## config.mk

```make
export PLATFORM = sky130hd
export DESIGN_NAME = uttl_top
export DESIGN_NICKNAME = d
export VERILOG_FILES = /design/src/common/uttl_pkg.sv /design/src/hw/uttl_top.sv
export SDC_FILE = /design/constraint.sdc
export NUM_CORES = 1
export LEC_CHECK = 0
export BUFFER_PORTS_ARGS = -buffer_cell sky130_fd_sc_hd__buf_4
export CORE_MARGIN = 2
export CORE_UTILIZATION = 32
export DETAILED_ROUTE_END_ITERATION = 8
export SLEW_MARGIN = 20
export SYNTH_ARGS = -nofsm -noshare
export SYNTH_HDL_FRONTEND = slang
export SYNTH_SLANG_ARGS = --single-unit
```

## constraint.sdc

```tcl
create_clock -name clock -period 3.4 [get_ports clock]
set_input_delay 0.17 -clock clock [delete_from_list [all_inputs] [get_ports clock]]
set_output_delay 0.17 -clock clock [all_outputs]
set_load 0.1 [all_outputs]
```

## src/common/uttl_pkg.sv

```systemverilog
// constants shared by the underreach transfer-trip block
package uttl_pkg;
   // timing
   localparam int unsigned CLK_PERIOD_PS = 5000;
   localparam int unsigned TICK_TIME_PS  = 1000000000;
   localparam int unsigned TICK_CYCLES   = TICK_TIME_PS / CLK_PERIOD_PS;
   // register offsets (byte addresses)
   localparam logic [7:0] OFS_CONTROL    = 8'h00;
   localparam logic [7:0] OFS_DIR_HOLD   = 8'h04;
   localparam logic [7:0] OFS_PERM_HOLD  = 8'h08;
   localparam logic [7:0] OFS_PERM_QUAL  = 8'h0C;
   localparam logic [7:0] OFS_STATE      = 8'h10;
   localparam logic [7:0] OFS_IRQ_STATUS = 8'h14;
   localparam logic [7:0] OFS_IRQ_CLEAR  = 8'h18;
   localparam logic [7:0] OFS_IRQ_ENABLE = 8'h1C;
   // control fields
   localparam int unsigned CTL_DIR_EN     = 0;
   localparam int unsigned CTL_PERM_EN    = 1;
   localparam int unsigned CTL_DIR_BITS   = 4;
   localparam int unsigned CTL_PERM_BITS  = 6;
   // channel bit count codes
   localparam logic [1:0] BITS_ONE  = 2'h0;
   localparam logic [1:0] BITS_TWO  = 2'h1;
   localparam logic [1:0] BITS_FOUR = 2'h2;
   // trip vector positions
   localparam int unsigned TRIP_A  = 0;
   localparam int unsigned TRIP_B  = 1;
   localparam int unsigned TRIP_C  = 2;
   localparam int unsigned TRIP_3P = 3;
   // interrupt event bits
   localparam int unsigned EV_DIR_OP   = 0;
   localparam int unsigned EV_PERM_OP  = 1;
   localparam int unsigned EV_PERM_RX  = 2;
   localparam int unsigned EV_COUNT    = 3;
   // reset values, the hold and qualify times in milliseconds
   localparam logic [15:0] DIR_HOLD_RST  = 16'h000A;
   localparam logic [15:0] PERM_HOLD_RST = 16'h000A;
   localparam logic [15:0] PERM_QUAL_RST = 16'h0000;
   localparam logic [31:0] CONTROL_RST   = 32'h0000_0000;
endpackage

```

## src/hw/uttl_top.sv

```systemverilog
// underreach transfer-trip logic, direct and permissive schemes
`timescale 1ns/10ps

module uttl_top #(
   parameter int unsigned TICK_CYCLES = uttl_pkg::TICK_CYCLES
) (
   // clock and reset
   input  wire logic        clock,
   input  wire logic        arst_n,
   input  wire logic        clk_en,
   // register port
   input  wire logic [7:0]  reg_addr,
   input  wire logic [31:0] reg_wdata,
   input  wire logic        reg_write,
   input  wire logic        reg_read,
   output logic      [31:0] reg_rdata,
   // local protection inputs
   input  wire logic        zone1_pickup,
   input  wire logic        zone2_pickup,
   input  wire logic [2:0]  phase_select,
   // receive inputs
   input  wire logic [3:0]  direct_receive_bit,
   input  wire logic [3:0]  permissive_receive_bit,
   // direct scheme outputs
   output logic [3:0]       direct_transmit_bit,
   output logic             direct_scheme_operate,
   output logic [3:0]       direct_phase_trip,
   // permissive scheme outputs
   output logic [3:0]       permissive_transmit_bit,
   output logic             permissive_scheme_operate,
   output logic [3:0]       permissive_phase_trip,
   // interrupt
   output logic             irq
);

   // input synchronisers
   logic [12:0] sync1_reg;
   logic [12:0] sync2_reg;
   logic        z1_s;
   logic        z2_s;
   logic [2:0]  sel_s;
   logic [3:0]  rx_s [2];

   always_ff @(posedge clock or negedge arst_n)
   begin
      if (!arst_n)
      begin
         sync1_reg <= 13'h0000;
         sync2_reg <= 13'h0000;
      end
      else if (clk_en)
      begin
         sync1_reg <= {zone1_pickup, zone2_pickup, phase_select,
                       direct_receive_bit, permissive_receive_bit};
         sync2_reg <= sync1_reg;
      end
   end

   assign z1_s     = sync2_reg[12];
   assign z2_s     = sync2_reg[11];
   assign sel_s    = sync2_reg[10:8];
   assign rx_s[0]  = sync2_reg[7:4];
   assign rx_s[1]  = sync2_reg[3:0];

   // registers
   logic [31:0] control_reg;
   logic [15:0] dir_hold_reg;
   logic [15:0] perm_hold_reg;
   logic [15:0] perm_qual_reg;
   logic [uttl_pkg::EV_COUNT-1:0] irq_status_reg;
   logic [uttl_pkg::EV_COUNT-1:0] irq_enable_reg;
   logic [uttl_pkg::EV_COUNT-1:0] event_pulse;
   logic [31:0] rdata_next;

   always_ff @(posedge clock or negedge arst_n)
   begin
      if (!arst_n)
      begin
         control_reg   <= uttl_pkg::CONTROL_RST;
         dir_hold_reg  <= uttl_pkg::DIR_HOLD_RST;
         perm_hold_reg <= uttl_pkg::PERM_HOLD_RST;
         perm_qual_reg <= uttl_pkg::PERM_QUAL_RST;
         irq_enable_reg <= '0;
      end
      else if (clk_en && reg_write)
      begin
         unique case (reg_addr)
            uttl_pkg::OFS_CONTROL:    control_reg   <= reg_wdata;
            uttl_pkg::OFS_DIR_HOLD:   dir_hold_reg  <= reg_wdata[15:0];
            uttl_pkg::OFS_PERM_HOLD:  perm_hold_reg <= reg_wdata[15:0];
            uttl_pkg::OFS_PERM_QUAL:  perm_qual_reg <= reg_wdata[15:0];
            uttl_pkg::OFS_IRQ_ENABLE:
               irq_enable_reg <= reg_wdata[uttl_pkg::EV_COUNT-1:0];
            default: ;
         endcase
      end
   end

   // sticky status, set beats clear
   always_ff @(posedge clock or negedge arst_n)
   begin
      if (!arst_n)
         irq_status_reg <= '0;
      else if (clk_en)
      begin
         if (reg_write && reg_addr == uttl_pkg::OFS_IRQ_CLEAR)
            irq_status_reg <= (irq_status_reg & ~reg_wdata[uttl_pkg::EV_COUNT-1:0])
                              | event_pulse;
         else
            irq_status_reg <= irq_status_reg | event_pulse;
      end
   end

   always_ff @(posedge clock or negedge arst_n)
   begin
      if (!arst_n)
         irq <= 1'b0;
      else if (clk_en)
         irq <= |(irq_status_reg & irq_enable_reg);
   end

   // millisecond tick
   logic [$clog2(TICK_CYCLES+1)-1:0] tick_cnt_reg;
   logic                             tick;

   always_ff @(posedge clock or negedge arst_n)
   begin
      if (!arst_n)
         tick_cnt_reg <= '0;
      else if (clk_en)
      begin
         if (tick)
            tick_cnt_reg <= '0;
         else
            tick_cnt_reg <= tick_cnt_reg + 1'b1;
      end
   end

   assign tick = (tick_cnt_reg == ($clog2(TICK_CYCLES+1))'(TICK_CYCLES - 1));

   // per-scheme logic: 0 direct, 1 permissive
   logic        en     [2];
   logic [1:0]  bits   [2];
   logic [15:0] hold   [2];
   logic        op_reg [2];
   logic [3:0]  tx_reg [2];
   logic [3:0]  trip_reg [2];
   logic        rx_ok  [2];
   logic        op_prev_reg [2];

   assign en[0]   = control_reg[uttl_pkg::CTL_DIR_EN];
   assign en[1]   = control_reg[uttl_pkg::CTL_PERM_EN];
   assign bits[0] = control_reg[uttl_pkg::CTL_DIR_BITS +: 2];
   assign bits[1] = control_reg[uttl_pkg::CTL_PERM_BITS +: 2];
   assign hold[0] = dir_hold_reg;
   assign hold[1] = perm_hold_reg;

   // permissive receive qualification
   logic [16:0] qual_cnt_reg;
   logic        perm_rx_any;
   logic        perm_rx_prev_reg;

   always_comb
   begin
      unique case (bits[1])
         uttl_pkg::BITS_TWO:  perm_rx_any = |rx_s[1][1:0];
         uttl_pkg::BITS_FOUR: perm_rx_any = |rx_s[1];
         default:             perm_rx_any = rx_s[1][0];
      endcase
   end

   always_ff @(posedge clock or negedge arst_n)
   begin
      if (!arst_n)
         qual_cnt_reg <= '0;
      else if (clk_en)
      begin
         if (!en[1] || !perm_rx_any)
            qual_cnt_reg <= '0;
         else if (tick && qual_cnt_reg <= {1'b0, perm_qual_reg})
            qual_cnt_reg <= qual_cnt_reg + 17'h00001;
      end
   end

   // a partial first tick does not count toward the delay
   assign rx_ok[1] = en[1] && perm_rx_any
                     && (perm_qual_reg == 16'h0000
                         || qual_cnt_reg > {1'b0, perm_qual_reg});
   assign rx_ok[0] = en[0] && (bits[0] == uttl_pkg::BITS_TWO  ? |rx_s[0][1:0] :
                               bits[0] == uttl_pkg::BITS_FOUR ? |rx_s[0] :
                               rx_s[0][0]);

   genvar s;
   generate
      for (s = 0; s < 2; s++)
      begin : g_scheme
         logic [3:0]  code;
         logic [3:0]  remote;
         logic [2:0]  phases;
         logic [3:0]  trip_next;
         logic        cond;
         logic [16:0] seal_cnt_reg;

         // transmit code from local phase selector
         always_comb
         begin
            code = 4'h0;
            unique case (bits[s])
               uttl_pkg::BITS_TWO:
               begin
                  code[0] = sel_s[0] | sel_s[2];
                  code[1] = sel_s[1] | sel_s[2];
               end
               uttl_pkg::BITS_FOUR:
               begin
                  code[2:0] = sel_s;
                  code[3]   = (sel_s[0] & sel_s[1]) | (sel_s[1] & sel_s[2])
                              | (sel_s[0] & sel_s[2]);
               end
               default: code[0] = 1'b1;
            endcase
         end

         // remote fault type decode
         always_comb
         begin
            remote = 4'h0;
            unique case (bits[s])
               uttl_pkg::BITS_TWO:
               begin
                  remote[0] = rx_s[s][0] & ~rx_s[s][1];
                  remote[1] = rx_s[s][1] & ~rx_s[s][0];
                  remote[2] = rx_s[s][0] & rx_s[s][1];
               end
               uttl_pkg::BITS_FOUR: remote = rx_s[s];
               default: remote = 4'h0;
            endcase
         end

         // trip table
         assign phases = sel_s | remote[2:0];
         always_comb
         begin
            trip_next = 4'h0;
            if (remote[3] || (phases != 3'h1 && phases != 3'h2 && phases != 3'h4))
               trip_next[uttl_pkg::TRIP_3P] = 1'b1;
            else
               trip_next[2:0] = phases;
         end

         if (s == 0)
         begin : g_dir
            assign cond = rx_ok[0];
         end
         else
         begin : g_perm
            assign cond = rx_ok[1] && z2_s;
         end

         // keying on zone 1
         always_ff @(posedge clock or negedge arst_n)
         begin
            if (!arst_n)
               tx_reg[s] <= 4'h0;
            else if (clk_en)
               tx_reg[s] <= (en[s] && z1_s) ? code : 4'h0;
         end

         // operate with seal
         always_ff @(posedge clock or negedge arst_n)
         begin
            if (!arst_n)
            begin
               op_reg[s]       <= 1'b0;
               seal_cnt_reg    <= '0;
               trip_reg[s]     <= 4'h0;
               op_prev_reg[s]  <= 1'b0;
            end
            else if (clk_en)
            begin
               op_prev_reg[s] <= op_reg[s];
               if (!en[s])
               begin
                  op_reg[s]    <= 1'b0;
                  seal_cnt_reg <= '0;
                  trip_reg[s]  <= 4'h0;
               end
               else if (cond)
               begin
                  op_reg[s]    <= 1'b1;
                  // one tick more, so a partial first tick cannot shorten it
                  seal_cnt_reg <= (hold[s] == 16'h0000) ? 17'h00000
                                  : {1'b0, hold[s]} + 17'h00001;
                  trip_reg[s]  <= trip_next;
               end
               else if (seal_cnt_reg != 17'h00000)
               begin
                  op_reg[s] <= 1'b1;
                  if (tick)
                     seal_cnt_reg <= seal_cnt_reg - 17'h00001;
               end
               else
               begin
                  op_reg[s]   <= 1'b0;
                  trip_reg[s] <= 4'h0;
               end
            end
         end
      end
   endgenerate

   // events
   assign event_pulse[uttl_pkg::EV_DIR_OP]  = op_reg[0] & ~op_prev_reg[0];
   assign event_pulse[uttl_pkg::EV_PERM_OP] = op_reg[1] & ~op_prev_reg[1];
   assign event_pulse[uttl_pkg::EV_PERM_RX] = rx_ok[1] & ~perm_rx_prev_reg;

   always_ff @(posedge clock or negedge arst_n)
   begin
      if (!arst_n)
         perm_rx_prev_reg <= 1'b0;
      else if (clk_en)
         perm_rx_prev_reg <= rx_ok[1];
   end

   // output mapping
   assign direct_transmit_bit       = tx_reg[0];
   assign permissive_transmit_bit   = tx_reg[1];
   assign direct_scheme_operate     = op_reg[0];
   assign permissive_scheme_operate = op_reg[1];
   assign direct_phase_trip         = trip_reg[0];
   assign permissive_phase_trip     = trip_reg[1];

   // read data
   always_comb
   begin
      unique case (reg_addr)
         uttl_pkg::OFS_CONTROL:    rdata_next = control_reg;
         uttl_pkg::OFS_DIR_HOLD:   rdata_next = {16'h0000, dir_hold_reg};
         uttl_pkg::OFS_PERM_HOLD:  rdata_next = {16'h0000, perm_hold_reg};
         uttl_pkg::OFS_PERM_QUAL:  rdata_next = {16'h0000, perm_qual_reg};
         uttl_pkg::OFS_STATE:
            rdata_next = {8'h00, trip_reg[1], trip_reg[0], tx_reg[1], tx_reg[0],
                          5'h00, rx_ok[1], op_reg[1], op_reg[0]};
         uttl_pkg::OFS_IRQ_STATUS:
            rdata_next = {{(32-uttl_pkg::EV_COUNT){1'b0}}, irq_status_reg};
         uttl_pkg::OFS_IRQ_ENABLE:
            rdata_next = {{(32-uttl_pkg::EV_COUNT){1'b0}}, irq_enable_reg};
         default:                  rdata_next = 32'h0000_0000;
      endcase
   end

   always_ff @(posedge clock or negedge arst_n)
   begin
      if (!arst_n)
         reg_rdata <= 32'h0000_0000;
      else if (clk_en)
         reg_rdata <= reg_read ? rdata_next : 32'h0000_0000;
   end

endmodule

```

==> results of run 1 <==
==> cell usage after synthesis, types with 5 or more instances <==
cell,instances
nand4_1,21
xnor2_1,35
a21oi_1,43
and4_1,5
nand3_1,38
o221ai_1,7
nor3_1,29
a22oi_1,9
inv_1,56
o22ai_1,16
nor4_1,26
nor2_1,82
buf_1,6
clkbuf_1,41
a31oi_1,8
dfrtp_1,231
o41ai_1,6
a22o_1,24
o22a_1,10
ha_1,28
nand2b_1,8
a21o_1,5
mux2_2,93
or2_2,6
or3_1,10
xor2_1,21
o2bb2ai_1,30
a32o_1,11
a221oi_1,18
nand2_1,95
and2_1,7
buf_2,15
o31ai_1,7
mux2i_1,16
o21ai_0,65
and3_1,14
==> how the worst min path moves through the flow <==
stage / from / to / cells past startpoint
after CTS: reg_write / irq_enable_reg[2] / 3
after detailed placement: arst_n / tick_cnt_reg[12] / 1
after global routing: reg_write / irq_enable_reg[2] / 3
after global placement: arst_n / tick_cnt_reg[13] / 1
after floorplan: arst_n / control_reg[0] / 0
final: reg_write / irq_enable_reg[2] / 3
==> critical path: stages (launching register included) <==
cell and delay [ns]:
dfrtp_1 0.38, inv_1 0.07, ha_1 0.36, nor2b_1 0.17, a311o_1 0.23, nand2_1 0.25
a2111o_1 0.54, nand3_1 0.30, buf_4 0.25, o22ai_1 0.10, a22o_1 0.24
==> stage by stage <==
step	power [mW]	area [µm²]	utilization, %	setup slack [ns]	instances
2_1_floorplan	3.49	12400	-	0.795	1210
4_1_cts	6.82	15300	39.7	0.460	1899
5_1_grt	7.03	15300	39.7	0.226	1899
3_5_place_dp	3.80	13900	36.1	0.469	1804
3_3_place_gp	3.79	13900	36.1	0.561	1804
6_report	6.77	15300	39.7	0.403	1899
==> cell type report <==
type	instances	area [µm²]
repair buffers	185	1540
clock buffers	39	811
fillers	3769	23200
flip-flops and latches	235	5890
clock inverters	9	98.8
well taps	518	648
multi-input cells	856	6070
inverters	57	214
==> layer usage <==
| layer | global-route usage [%] | share of wire, % | up-vias |
|---|---|---|---|
| li1 | - | - | 4791 |
| met1 | 24.0 | 45 | 5092 |
| met2 | 30.4 | 47 | 290 |
| met3 | 2.81 | 4.9 | 72 |
| met4 | 6.88 | 3.5 | 0 |
| met5 | 0 | 0 | - |
==> report_power, final <==
group / switching, mW / total, mW / leakage [nW] / internal (mW)
registers: 0.135 / 3.05 / 3.14 / 2.92
logic: 0.430 / 0.742 / 3.09 / 0.312
clock network: 1.18 / 2.97 / 0.457 / 1.79
==> cells by family after synthesis <==
| group | Yosys count | share of synthesized area, % |
|---|---|---|
| flip-flops | 235 | 47.5 |
| AO/OA/AOI/OAI | 296 | 17.2 |
| AND/OR/NAND/NOR | 367 | 15.1 |
| XOR/XNOR | 56 | 3.95 |
| adder cells (fa/ha/maj) | 28 | 2.82 |
| multiplexers | 109 | 9.74 |
| buffers and inverters | 119 | 3.75 |
==> cells in the final DEF (no fill, tap or decap), types with 7 or more instances in the layout <==
master,instances
inv_1,56
nand4_1,21
clkbuf_16,27
xor2_1,21
a221oi_1,18
ha_1,28
nor4_1,26
o221ai_1,7
dlygate4sd3_1,47
and2_1,7
a21oi_1,43
o2bb2ai_1,30
nor3_1,28
mux2i_1,16
or3_1,10
nand2_1,95
a32o_1,11
mux2_2,93
nand2b_1,8
o21ai_0,65
nor2_1,82
xnor2_1,35
o22a_1,10
clkbuf_8,9
a22o_1,24
buf_4,135
a22oi_1,9
nand3_1,38
a31oi_1,8
and3_1,14
o22ai_1,16
dfrtp_1,231
o31ai_1,7
==> flow_metrics.env, run 1 <==
export IMPL_first_iter_violations=631
export IMPL_rrSetupSlack_ns=0.40
export IMPL_postCtsSetupRepairBufs=0
export IMPL_cts_htree_levels=1
export IMPL_r2r_cells=10
export IMPL_crit_path_max_fanout=12
export IMPL_coreArea_um2=38500
export IMPL_worstSetupStartpoint="control_reg[6]"
export IMPL_dpl_hpwl_um=27200
export IMPL_finalCriticalPeriod_ns=3.00
export IMPL_drc=0
export IMPL_cts_root_buf="clkbuf_16"
export IMPL_setup_viol=0
export IMPL_cts_tree="done"
export IMPL_yosys_most_used_dff="dfrtp_1"
export IMPL_cts_hold_buf=47
export IMPL_num_rows=72
export IMPL_port_buffers=108
export IMPL_initial_core_util_pct=32.2
export IMPL_maxCapViolCount=0
export IMPL_peakVddDrop_mv=0.343
export IMPL_nets=1448
export IMPL_ys_warn_count=0
export IMPL_diodes=0
export IMPL_ios=109
export IMPL_clk_pin_slew_ns=0.07
export IMPL_slew_headroom_pct=45.6
export IMPL_die_y_um=201
export IMPL_r2r_end="g_scheme[1].seal_cnt_reg[8]"
export IMPL_hold_path_class="in -> reg"
export IMPL_cts_sinks=235
export IMPL_grt_max_degree=85
export IMPL_slew_viol_final=0
export IMPL_post_route_period_util_pct=88.1
export IMPL_synth_nets=1296
export IMPL_cp_data_required_time_ns=3.82
export IMPL_grt_pass1_vias=10200
export IMPL_clock_path_buffers=3
export IMPL_fin_hold_ws_ns=0.126
export IMPL_grt_overflow=0
export IMPL_synth_edff_count=0
export IMPL_synth_seq_cells=235
export IMPL_finalSetupTns_ns=0
export IMPL_dieArea_um2=40300
export IMPL_ys_async_sr_fraction_pct=100
export IMPL_grt_pass1_wl_um=58800
export IMPL_die_x_um=201
export IMPL_ctsResizeCount=0
export IMPL_p_leak_nw=6.69
export IMPL_cts_buffers=27
export IMPL_critPathCapture="g_scheme[1].seal_cnt_reg[8]"
export IMPL_p_per_area_nw_per_um2=443
export IMPL_rsz0062_at_grt="false"
export IMPL_routed_via_density=5.39
export IMPL_fin_worst_skew_ns=0.0121
export IMPL_crit_path_end_kind="flop"
export IMPL_syn_to_final_growth_pct=23.1
export IMPL_worst_setup_path_type="reg -> reg"
export IMPL_clk_latency_ns=0.54
export IMPL_antenna_left=0
export IMPL_grt_usage_pct=18.2
export IMPL_ys_seq_area_share_pct=47.5
export IMPL_ys_top_cells_by_area="dfrtp_1 47%, mux2_2 8.4%, nand2_1 2.9%, ha_1 2.8%, o21ai_0 2.6%"
export IMPL_drive_above_1_share_pct=21.9
export IMPL_first_pass_iters=5
export IMPL_gp_congestion=0.903
export IMPL_synth_top_area_share_pct=46.6
export IMPL_reg2reg_from="control_reg[6]"
export IMPL_crit_arrival_ns=3.41
export IMPL_synth_cell_types=75
export IMPL_hold_viol_final=0
export IMPL_detail_route_wl_per_cell_um=19.7
export IMPL_status="completed"
export IMPL_drt_wl_total_um=37500
export IMPL_max_freq_mhz=334
export IMPL_avgSynthCellArea_um2=10.2
export IMPL_antenna_found_initial=0
export IMPL_largest_register_ffs=34
export IMPL_synth_top_area_cell="dfrtp_1"
export IMPL_start_kind="flop"
export IMPL_tightest_slew_ns=0.816
export IMPL_syn_area_um2=12400
export IMPL_synth_cells=1210
export IMPL_vias=10200
No activity file was read; power rests on OpenSTA's default activity.
==> inputs of run 2 (changes only) <==
- clock period: 3.4 -> 3.1 ns (I/O delays scaled with it)
==> flow_metrics.env, run 2 (synthesis results as in run 1) <==
export IMPL_status="completed"
export IMPL_grt_pass1_vias=10400
export IMPL_slowest_stage="or4b_1"
export IMPL_gp_congestion=0.883
export IMPL_antenna_found_initial=0
export IMPL_postCtsSetupRepairBufs=0
export IMPL_tightest_slew_ns=0.803
export IMPL_fin_util_pct=39.9
export IMPL_fin_worst_skew_ns=0.00828
export IMPL_pwr_share_seq_pct=45.2
export IMPL_drc=0
export IMPL_antenna_left=0
export IMPL_clk_pin_slew_ns=0.06
export IMPL_p_leak_nw=6.75
export IMPL_port_buffers=108
export IMPL_slew_viol_final=0
export IMPL_coreArea_um2=38500
export IMPL_dieArea_um2=40300
export IMPL_power_share_switching_pct=26.0
export IMPL_cpLargestDelayFamily="simple AND/OR/NAND/NOR gates"
export IMPL_first_iter_violations=844
export IMPL_finalCriticalPeriod_ns=2.93
export IMPL_clk_latency_ns=0.54
export IMPL_final_common_cell="dfrtp_1"
export IMPL_die_x_um=201
export IMPL_p_per_area_nw_per_um2=483
export IMPL_maxCapViolCount=0
export IMPL_clock_path_buffers=3
export IMPL_grt_usage_pct=18.8
export IMPL_crit_chain="inv_1 > ha_1 > or4b_1 > or4b_1 > nor2_1 > o22ai_1 > nand2_1 > o21ai_0"
export IMPL_crit_path_end_kind="flop"
export IMPL_syn_to_final_growth_pct=23.9
export IMPL_cts_htree_levels=1
export IMPL_num_rows=72
export IMPL_die_y_um=201
export IMPL_crit_arrival_ns=3.34
export IMPL_ios=109
export IMPL_drive_above_1_share_pct=22.9
export IMPL_max_freq_mhz=341
export IMPL_first_pass_iters=6
export IMPL_nets=1461
export IMPL_drt_wl_total_um=38400
export IMPL_grt_max_degree=88
export IMPL_fin_cells=1911
export IMPL_p_switching_mw=1.92
export IMPL_slew_headroom_pct=46.5
export IMPL_cts_tree="done"
export IMPL_diodes=0
export IMPL_routed_via_density=5.41
export IMPL_clkPwrFrac_pct=43.7
export IMPL_cts_root_buf="clkbuf_16"
export IMPL_rsz0062_at_grt="false"
export IMPL_vias=10300
export IMPL_detail_route_wl_per_cell_um=20.1
export IMPL_hold_viol_final=0
export IMPL_crit_path_max_fanout=10
export IMPL_final_cell_mix="231 x dfrtp_1, 149 x buf_4, 93 x nand2_1, 93 x mux2_2, 82 x nor2_1"
export IMPL_largest_register_ffs=34
export IMPL_cp_data_required_time_ns=3.51
export IMPL_hold_path_class="in -> reg"
export IMPL_internal_power_mw=5.49
export IMPL_cpMostUsedCell="or4b_1"
export IMPL_start_kind="flop"
export IMPL_path_buf_inv=1
export IMPL_critPathMaxStageDelay_ns=0.55
export IMPL_setup_viol=0
export IMPL_power_frac_comb_pct=11.1
export IMPL_peakVddDrop_mv=0.376
export IMPL_dpl_hpwl_um=27600
export IMPL_post_route_period_util_pct=94.5
export IMPL_grt_pass1_wl_um=60500
export IMPL_cts_sinks=235
export IMPL_grt_overflow=0
export IMPL_cts_buffers=27
export IMPL_initial_core_util_pct=32.2
export IMPL_finalSetupTns_ns=0
export IMPL_worst_setup_path_type="reg -> reg"
export IMPL_dpl_cell_count=1818
[run 2: path summary, 6_finish.rpt]
check / start / endpoint / slack [ns] / cells past startpoint
max: g_scheme[0].seal_cnt_reg[0] / g_scheme[0].seal_cnt_reg[14] / 0.17 / 8
min: reg_write / irq_enable_reg[0] / 0.11 / 3
max reg2reg: g_scheme[0].seal_cnt_reg[0] / g_scheme[0].seal_cnt_reg[14] / 0.17 / 8
min reg2reg: control_reg[25] / reg_rdata[25] / 0.49 / 1
max in group asynchronous: arst_n / perm_hold_reg[3] / 1.98 / 3
min in group asynchronous: arst_n / tick_cnt_reg[16] / 0.19 / 2
[run 2: layout make-up]
cell class | count | area (µm²)
clock buffers | 38 | 797
clock inverters | 9 | 101
fillers | 3740 | 23100
inverters | 57 | 214
multi-input cells | 856 | 6080
flip-flops and latches | 235 | 5890
well taps | 518 | 648
repair buffers | 198 | 1630
[run 2: power by group through the flow]
stage	Clock, mW	Combinational (mW)	Sequential, mW
after floorplan	0	0.466	3.36
after global placement	0	0.769	3.40
after detailed placement	0	0.780	3.40
after CTS	3.30	0.831	3.35
after global routing	3.44	0.918	3.37
final	3.24	0.827	3.35
[run 2: worst reg2reg max path: cells and delay by family, from the launching register on]
family | cells | cell delay, ns
AOI/OAI and AO/OA | 2 | 0.47
and+or+nand+nor | 4 | 1.64
buffers and inverters | 1 | 0.08
adders and majority gates | 1 | 0.23
DFF | 1 | 0.39
[run 2: per-layer routing]
layer	vias up	GRT usage [%]	part of all wire, %
li1	4817	-	-
met1	5115	24.8	44
met2	338	31.3	47
met3	78	3.02	5.8
met4	0	6.77	3.5
met5	-	0	0
[run 2: repair_timing]
item / CTS / global route
hold endpoints to repair: 168 / 0
setup endpoints to repair: 0 / 12
gates resized for setup: 0 / 3
hold buffers: 46 / 0
[run 2: metrics by stage]
stage | hold WS, ns | setup slack, ns | instance area (µm²) | power, mW
floorplan | -0.141 | 0.495 | 12400 | 3.83
global placement | 0.162 | 0.269 | 14000 | 4.16
detailed placement | 0.168 | 0.179 | 14000 | 4.18
CTS | 0.0811 | 0.147 | 15300 | 7.48
global route | 0.0920 | 0.00337 | 15400 | 7.73
finish | 0.108 | 0.170 | 15400 | 7.42
